===== src/pio_pkg.sv =====
// Shared constants and types for the 48-line parallel I/O block
package pio_pkg;
    localparam int PORT_W      = 8;
    localparam int NUM_PORTS   = 6;
    localparam int NUM_LINES   = 48;
    localparam int HALF_W      = 4;
    localparam int SEL_W       = 3;
    // Port indices as seen on the CPU select input
    localparam logic [2:0] SEL_P1 = 3'h0;
    localparam logic [2:0] SEL_P2 = 3'h1;
    localparam logic [2:0] SEL_P3 = 3'h2;
    // Control-port bit positions while port 3 carries handshakes
    localparam int CB_INTR_2   = 0;
    localparam int CB_FLAG_2   = 1;
    localparam int CB_HS_2     = 2;
    localparam int CB_INTR_1   = 3;
    localparam int CB_STB_1    = 4;
    localparam int CB_IBF_1    = 5;
    localparam int CB_ACK_1    = 6;
    localparam int CB_OBF_1    = 7;
    // Values after reset
    localparam logic [7:0] RST_BYTE = 8'h00;
    localparam logic [47:0] RST_LINES = 48'h0;
    typedef enum logic [2:0] {
        mode_in,
        mode_out,
        mode_strobe_in,
        mode_strobe_out,
        mode_bidir
    } port_mode_t;
endpackage


===== src/parallel_io_port_config.sv =====
// Two three-port peripheral interface units giving 48 configurable lines
// Overview of operation
// RQ1: Forty-eight configurable lines from two identical units of three ports each; here only ports 1 and 2 have handshake modes, ports 3-6 are simple only.
// RQ2: Each port is configured independently as input, output or bidirectional within limits.
// RQ3: Strobed modes on port 1 or 2, or port 1 bidirectional, dedicate port 3 to handshakes.
// RQ4: Only ports 1 and 2 do strobed modes; only port 1 does bidirectional.
// RQ5: Peripherals exchange strobes on port 3 lines and data is latched on them.
// RQ6: Ports 1-5 are eight bits, port 6 two halves; ports 3-6 simple only.
// RQ7: Maskable request when input buffer fills or output byte is taken.
`timescale 1ns/1ps
`default_nettype none
module parallel_io_port_config (
    input  wire logic                           clk,
    input  wire logic                           resetn,
    input  wire pio_pkg::port_mode_t            port1_mode,
    input  wire pio_pkg::port_mode_t            port2_mode,
    input  wire logic [4:0]                     simple_dir,
    input  wire logic [1:0]                     int_en,
    input  wire logic [pio_pkg::SEL_W-1:0]      cpu_sel,
    input  wire logic                           cpu_wr,
    input  wire logic                           cpu_rd,
    input  wire logic [pio_pkg::PORT_W-1:0]     cpu_wdata,
    output logic      [pio_pkg::PORT_W-1:0]     cpu_rdata,
    output logic      [1:0]                     irq,
    input  wire logic [pio_pkg::NUM_LINES-1:0]  line_in,
    output logic      [pio_pkg::NUM_LINES-1:0]  line_out,
    output logic      [pio_pkg::NUM_LINES-1:0]  line_oe
);
    import pio_pkg::*;
    port_mode_t            mode [2];
    logic [NUM_LINES-1:0]  sync1;
    logic [NUM_LINES-1:0]  sync2;
    logic [PORT_W-1:0]     ctl_prev;
    logic [PORT_W-1:0]     ctl_now;
    logic                  ctrl_port;
    logic [1:0]            stb_fall;
    logic [1:0]            ack_fall;
    logic [PORT_W-1:0]     in_latch [2];
    logic [PORT_W-1:0]     out_latch [2];
    logic [1:0]            in_full;
    logic [1:0]            out_full;
    logic [PORT_W-1:0]     simple_out [NUM_PORTS];
    logic [PORT_W-1:0]     next_simple_out [NUM_PORTS];
    logic [PORT_W-1:0]     next_rdata;
    logic [NUM_LINES-1:0]  next_line_out;
    logic [NUM_LINES-1:0]  next_line_oe;
    logic [PORT_W-1:0]     status;

    // Port 2 cannot run bidirectional; it falls back to plain input
    assign mode[0] = port1_mode; // [RQ4]
    assign mode[1] = (port2_mode == mode_bidir) ? mode_in : port2_mode; // [RQ4]

    // Any strobed or bidirectional use takes port 3 over
    assign ctrl_port = (mode[0] inside {mode_strobe_in, mode_strobe_out, mode_bidir})
                    || (mode[1] inside {mode_strobe_in, mode_strobe_out}); // [RQ3]

    // Two-stage synchroniser on every line, plus edge history for port 3
    always_ff @(posedge clk) begin
        if (!resetn) begin
            // Idle high like the active-low handshakes: no false edge or bidir drive after reset
            sync1    <= '1;
            sync2    <= '1;
            ctl_prev <= '1;
        end else begin
            sync1    <= line_in;
            sync2    <= sync1;
            ctl_prev <= ctl_now;
        end
    end

    assign ctl_now = sync2[2*PORT_W +: PORT_W];
    // Handshake inputs are active low; act on the falling edge
    assign stb_fall[0] = ctrl_port && ctl_prev[CB_STB_1] && !ctl_now[CB_STB_1]; // [RQ5]
    assign ack_fall[0] = ctrl_port && ctl_prev[CB_ACK_1] && !ctl_now[CB_ACK_1]; // [RQ5]
    assign stb_fall[1] = ctrl_port && ctl_prev[CB_HS_2] && !ctl_now[CB_HS_2];
    assign ack_fall[1] = stb_fall[1];

    generate
        for (genvar i = 0; i < 2; i++) begin : g_chan
            strobe_channel u_chan (
                .clk         (clk),
                .resetn      (resetn),
                .mode        (mode[i]),
                .strobe_fall (stb_fall[i]),
                .ack_fall    (ack_fall[i]),
                .pin_data    (sync2[i*PORT_W +: PORT_W]),
                .cpu_wr      (cpu_wr && (cpu_sel == SEL_W'(i))),
                .cpu_rd      (cpu_rd && (cpu_sel == SEL_W'(i))),
                .wr_data     (cpu_wdata),
                .int_en      (int_en[i]),
                .in_latch    (in_latch[i]),
                .out_latch   (out_latch[i]),
                .in_full     (in_full[i]),
                .out_full    (out_full[i]),
                .irq         (irq[i])
            ); // [RQ7]
        end
    endgenerate

    // Status seen when port 3 is read as the control port
    always_comb begin
        status             = ctl_now;
        status[CB_INTR_1]  = irq[0];
        status[CB_IBF_1]   = in_full[0];
        status[CB_OBF_1]   = !out_full[0];
        status[CB_INTR_2]  = irq[1];
        status[CB_FLAG_2]  = (mode[1] == mode_strobe_in) ? in_full[1] : !out_full[1];
    end

    // Output latches for the simple-only ports 3 to 6
    always_comb begin
        for (int p = 0; p < NUM_PORTS; p++) begin
            next_simple_out[p] = simple_out[p];
            if (cpu_wr && (cpu_sel == SEL_W'(p)) && p >= 2) begin
                next_simple_out[p] = cpu_wdata; // [RQ6]
            end
        end
    end

    always_ff @(posedge clk) begin
        if (!resetn) begin
            for (int p = 0; p < NUM_PORTS; p++) begin
                simple_out[p] <= RST_BYTE;
            end
        end else begin
            for (int p = 0; p < NUM_PORTS; p++) begin
                simple_out[p] <= next_simple_out[p];
            end
        end
    end

    // Line drivers: each port steered by its own setting, except port 3 while it carries handshakes
    always_comb begin
        next_line_out = RST_LINES;
        next_line_oe  = RST_LINES;
        for (int i = 0; i < 2; i++) begin
            next_line_out[i*PORT_W +: PORT_W] = out_latch[i]; // [RQ2]
            case (mode[i])
                mode_out, mode_strobe_out: begin
                    next_line_oe[i*PORT_W +: PORT_W] = '1;
                end
                mode_bidir: begin
                    // Port 1 drives only while the peripheral holds ack low
                    next_line_oe[i*PORT_W +: PORT_W] = {PORT_W{!ctl_now[CB_ACK_1]}}; // [RQ4]
                end
                default: begin
                    next_line_oe[i*PORT_W +: PORT_W] = '0;
                end
            endcase
        end
        // Ports 3 to 5 whole, port 6 as two halves
        for (int p = 2; p < 5; p++) begin
            next_line_out[p*PORT_W +: PORT_W] = simple_out[p];
            next_line_oe[p*PORT_W +: PORT_W]  = {PORT_W{simple_dir[p-2]}}; // [RQ6]
        end
        next_line_out[5*PORT_W +: PORT_W]          = simple_out[5];
        next_line_oe[5*PORT_W +: HALF_W]           = {HALF_W{simple_dir[3]}}; // [RQ6]
        next_line_oe[5*PORT_W+HALF_W +: HALF_W]    = {HALF_W{simple_dir[4]}}; // [RQ6]
        if (ctrl_port) begin
            next_line_out[2*PORT_W +: PORT_W] = status; // [RQ3]
            next_line_oe[2*PORT_W +: PORT_W]  = '0;
            if (mode[0] inside {mode_strobe_in, mode_bidir}) begin
                next_line_oe[2*PORT_W + CB_IBF_1] = 1'b1;
            end
            if (mode[0] inside {mode_strobe_out, mode_bidir}) begin
                next_line_oe[2*PORT_W + CB_OBF_1] = 1'b1;
            end
            if (mode[0] != mode_in && mode[0] != mode_out) begin
                next_line_oe[2*PORT_W + CB_INTR_1] = 1'b1;
            end
            if (mode[1] inside {mode_strobe_in, mode_strobe_out}) begin
                next_line_oe[2*PORT_W + CB_FLAG_2] = 1'b1;
                next_line_oe[2*PORT_W + CB_INTR_2] = 1'b1;
            end
        end
    end

    // Read data: latched byte in strobed modes, pins or latch otherwise
    always_comb begin
        next_rdata = cpu_rdata;
        if (cpu_rd) begin
            if (cpu_sel < SEL_P3) begin
                case (mode[cpu_sel[0]])
                    mode_strobe_in, mode_bidir: begin
                        next_rdata = in_latch[cpu_sel[0]];
                    end
                    mode_out, mode_strobe_out: begin
                        next_rdata = out_latch[cpu_sel[0]];
                    end
                    default: begin
                        next_rdata = sync2[cpu_sel*PORT_W +: PORT_W];
                    end
                endcase
            end else if (cpu_sel == SEL_P3 && ctrl_port) begin
                next_rdata = status; // [RQ3]
            end else if (cpu_sel < SEL_W'(NUM_PORTS)) begin
                for (int b = 0; b < PORT_W; b++) begin
                    next_rdata[b] = next_line_oe[cpu_sel*PORT_W + b]
                                  ? simple_out[cpu_sel][b] : sync2[cpu_sel*PORT_W + b];
                end
            end else begin
                next_rdata = RST_BYTE;
            end
        end
    end

    always_ff @(posedge clk) begin
        if (!resetn) begin
            cpu_rdata <= RST_BYTE;
            line_out  <= RST_LINES;
            line_oe   <= RST_LINES;
        end else begin
            cpu_rdata <= next_rdata;
            line_out  <= next_line_out; // [RQ1]
            line_oe   <= next_line_oe;
        end
    end
endmodule
`default_nettype wire


===== src/strobe_channel.sv =====
// Latched and strobed handshake channel for one 8-bit port
`timescale 1ns/1ps
`default_nettype none
module strobe_channel (
    input  wire logic                         clk,
    input  wire logic                         resetn,
    input  wire pio_pkg::port_mode_t          mode,
    input  wire logic                         strobe_fall,
    input  wire logic                         ack_fall,
    input  wire logic [pio_pkg::PORT_W-1:0]   pin_data,
    input  wire logic                         cpu_wr,
    input  wire logic                         cpu_rd,
    input  wire logic [pio_pkg::PORT_W-1:0]   wr_data,
    input  wire logic                         int_en,
    output logic      [pio_pkg::PORT_W-1:0]   in_latch,
    output logic      [pio_pkg::PORT_W-1:0]   out_latch,
    output logic                              in_full,
    output logic                              out_full,
    output logic                              irq
);
    import pio_pkg::*;
    logic                in_mode;
    logic                out_mode;
    logic                out_done;
    logic [PORT_W-1:0]   next_in_latch;
    logic [PORT_W-1:0]   next_out_latch;
    logic                next_in_full;
    logic                next_out_full;
    logic                next_out_done;

    assign in_mode  = (mode == mode_strobe_in) || (mode == mode_bidir);
    assign out_mode = (mode == mode_strobe_out) || (mode == mode_bidir);

    always_comb begin
        next_in_latch  = in_latch;
        next_out_latch = out_latch;
        next_in_full   = in_full;
        next_out_full  = out_full;
        next_out_done  = out_done;
        // Peripheral strobe latches data; set wins over CPU read
        if (in_mode && strobe_fall) begin // [RQ5]
            next_in_latch = pin_data;
            next_in_full  = 1'b1;
        end else if (cpu_rd || !in_mode) begin
            next_in_full = 1'b0;
        end
        if (cpu_wr) begin
            next_out_latch = wr_data;
        end
        // CPU write fills buffer; peripheral ack empties it
        if (out_mode && cpu_wr) begin
            next_out_full = 1'b1;
            next_out_done = 1'b0;
        end else if (!out_mode) begin
            next_out_full = 1'b0;
            next_out_done = 1'b0;
        end else if (ack_fall && out_full) begin // [RQ5]
            next_out_full = 1'b0;
            next_out_done = 1'b1;
        end
    end

    always_ff @(posedge clk) begin
        if (!resetn) begin
            in_latch  <= RST_BYTE;
            out_latch <= RST_BYTE;
            in_full   <= 1'b0;
            out_full  <= 1'b0;
            out_done  <= 1'b0;
        end else begin
            in_latch  <= next_in_latch;
            out_latch <= next_out_latch;
            in_full   <= next_in_full;
            out_full  <= next_out_full;
            out_done  <= next_out_done;
        end
    end

    // Input buffer full or output byte taken raises the request
    assign irq = int_en && ((in_mode && in_full) || (out_mode && out_done)); // [RQ7]
endmodule
`default_nettype wire


===== config.mk =====
export PLATFORM = sky130hd
export DESIGN_NAME = parallel_io_port_config
export DESIGN_NICKNAME = d
export VERILOG_FILES = /design/src/pio_pkg.sv /design/src/parallel_io_port_config.sv /design/src/strobe_channel.sv
export SDC_FILE = /design/constraint.sdc
export NUM_CORES = 1
export LEC_CHECK = 0
export BUFFER_PORTS_ARGS = -buffer_cell sky130_fd_sc_hd__buf_2
export CAP_MARGIN = 20
export CORE_MARGIN = 2
export CORE_UTILIZATION = 35
export CTS_BUF_LIST = sky130_fd_sc_hd__clkbuf_4 sky130_fd_sc_hd__clkbuf_8
export DETAILED_ROUTE_END_ITERATION = 12
export MAX_ROUTING_LAYER = met4
export PLACE_DENSITY = 0.61
export REMOVE_ABC_BUFFERS = 1
export SKIP_CTS_REPAIR_TIMING = 1
export SYNTH_ARGS = -nofsm -noshare
export SYNTH_HDL_FRONTEND = slang
export SYNTH_SLANG_ARGS = --single-unit

===== constraint.sdc =====
create_clock -name clk -period 2.1 [get_ports clk]
set_clock_uncertainty 0.05 [all_clocks]
set_input_delay 0.21 -clock clk [delete_from_list [all_inputs] [get_ports clk]]
set_output_delay 0.21 -clock clk [all_outputs]
set_load 0.005 [all_outputs]

==> reports/results.tsv <==
metric	value	unit
pre_cts_ws	-0.0283	ns
finalMaxSlewViolations	0	
cts_tree	done	
cts_buffers	40	
timing.final.crit_share	96.6	%
root_buffer	clkbuf_8	
whs	0.0324	ns
core_area	25100	um^2
p_switching	2280	uW
fin_util	46.3	%
synth_edf_count	0	
ys_seq_elements	236	
grt_usage	18.3	%
finalNetCount	1274	
seq_area	4720	um^2
tightest_slew	0.591	ns
max_cap_violations	0	
fill_cells	2479	
worst-path-buf-inv	1	
sw_frac_of_total	23.5	%
critPathSlowestCell	or4b_4	
hpwlAfterDp	17800	um
htree_levels	2	
pwr-share-seq	48.6	%
fmax	493	MHz
mostFrequentLayoutCells	236 x dfxtp_1, 180 x buf_2, 143 x nand2_1, 112 x nand2b_1, 89 x a21oi_1	
met1Wirelength	10800	um
routabilityCongestion	0.927	
path_cells	or4b_4 -> a31oi_4 -> buf_6 -> o221ai_1 -> mux2_2 -> a21oi_1 -> a21oi_1	
cp-start-kind	flop	
dr_wl_met3	1810	um
antenna_left	0	
cp_top_family	compound AO/OA/AOI/OAI gates	
rsz0062_at_grt	yes	
dieArea	26700	um^2
finalWorstSetupSlack	0.0709	ns
status	finished clean	
dr.first_iter.drc_count	438	
endpoint_kind	flop	
cts.sinks	236	
multiInputGateArea	3630	um^2
vias	7272	
holdCritPathClass	in2reg	
row_count	58	
drive_gt1_share	27.9	%
area_delta_synth_final	30.6	%
cp_slowest_stage_delay	0.52	ns
grt_pass1_vias	6813	
worstSetupPathType	reg2reg	
path_common_cell	a21oi_1	
ys_seq_area_share	53.0	%
fp.dieW	164	um
synthCells	944	
cts_buffer_depth	3	
peakVddDrop	0.578	mV
grt_first_pass_wirelength	37100	um
arrival	2.39	ns
p_leak	0.00496	uW
async_flop_share	0	%
clk_latency	0.54	ns
maxSlewHeadroom	60.5	%
critPathRequiredTime	2.46	ns
synth_warnings	0	
grt_start_max_net_pins	103	
clkTransAtPathRegs	0.07	ns
top_layer	met4	
dr.pass1.iters	5	
hold_viol	0	
syn_area_per_cell	9.44	um^2
antenna_found_initial	1	
power.density	832	nW/um^2
clockPowerShare	41.8	%
io_pins	182	
cp_max_fo	3	
ys_types	57	
die_y	164	um
period_minus_slack	2.03	ns
drt-wirelength-per-cell	15.9	um
tns	0	ns
mostFrequentLayoutCell	dfxtp_1	
overflow	0	
intPower	7400	uW
synth_flop_cell	dfxtp_1	
power_frac_comb	9.6	%
met2_length	11300	um
start_util	35.5	%
netlist_area	8910	um^2
drc_errors	0	
viasPerCell	4.69	
wirelength	24700	um
port-buffer-count	181	
setup_viol	0	
## layer usage
metal / vias up / GRT usage, %
met3: 53 / 3.94
met5: - / -
met2: 268 / 28.0
met4: 0 / 6.94
li1: 3613 / -
met1: 3338 / 23.9
## final timing paths
| kind | start | endpoint | slack, ns | cells past startpoint |
|---|---|---|---|---|
| setup / recovery | sync2[22]$_SDFF_PN1_ | cpu_rdata[1]$_SDFFE_PN0P_ | 0.07 | 7 |
| hold / removal | int_en[0] | cpu_rdata[3]$_SDFFE_PN0P_ | 0.03 | 4 |
| setup reg to reg | sync2[22]$_SDFF_PN1_ | cpu_rdata[1]$_SDFFE_PN0P_ | 0.07 | 7 |
| hold reg to reg | sync1[21]$_SDFF_PN1_ | sync2[21]$_SDFF_PN1_ | 0.35 | 1 |
## through the flow
step / power (uW) / cell area [um^2] / cells
detailed placement: 5640 / 10200 / 1421
global placement: 5630 / 10200 / 1421
global route: 10100 / 11600 / 1551
CTS: 9710 / 11000 / 1485
floorplan: 5150 / 8390 / 853
finish: 9680 / 11600 / 1551
## power groups by stage
| stage | clock network, uW | registers [uW] | logic [uW] |
|---|---|---|---|
| 6_report | 4050 | 4710 | 927 |
| 2_1_floorplan | 0 | 4790 | 362 |
| 3_3_place_gp | 0 | 4800 | 828 |
| 3_5_place_dp | 0 | 4800 | 834 |
| 4_1_cts | 4160 | 4710 | 837 |
| 5_1_grt | 4360 | 4720 | 1020 |
## flip-flops by register name (all words and copies together), names as in the netlist
register,cells
cpu_rdata,8
ctl_prev,3
g_chan.u_chan.in_full,2
g_chan.u_chan.in_latch,16
g_chan.u_chan.out_done,2
g_chan.u_chan.out_full,2
g_chan.u_chan.out_latch,16
line_oe,11
line_out,48
simple_out,32
sync1,48
sync2,48
## final cells by class
class                      instances  share of cell area, %
clock buffer                      58                   6.22
sequential                       236                   40.6
inverter                          10                  0.323
clock inverter                     6                  0.516
antenna                            1                 0.0215
tap                              330                   3.55
multi-input combinational        607                   31.2
timing repair buffer             303                   17.5
## logic make-up (layout without fill, tap and decap cells)
group / after synthesis / after routing / synth area share (%)
AO/OA/AOI/OAI: 162 / 162 / 11.1
XOR/XNOR: 1 / 1 / 0.0983
multiplexers: 55 / 55 / 6.94
other: 0 / 1 / 0
buffers and inverters: 101 / 377 / 6.25
AND/OR/NAND/NOR: 389 / 389 / 22.6
flip-flops: 236 / 236 / 53.0
## synth_stat cells, types with 6 or more instances
cell	count	area [um^2]
nand2_1	143	537
nor2_1	39	146
mux2i_1	37	370
a31oi_1	6	37.5
a21oi_1	89	445
buf_2	10	50.1
nand3_1	15	75.1
nand2b_1	112	701
mux2_2	14	158
clkbuf_1	36	135
dfxtp_1	236	4720
and2_1	48	300
inv_1	9	33.8
o22ai_1	8	50.1
buf_4	42	315
a221oi_1	6	52.6
o21ai_0	19	95.1
## worst reg2reg max path: stages, from the launching register on
cell	delay, ns
dfxtp_1	0.31
or4b_4	0.52
a31oi_4	0.20
buf_6	0.13
o221ai_1	0.16
mux2_2	0.32
a21oi_1	0.17
a21oi_1	0.06
Power figures use the tool's default switching activity.
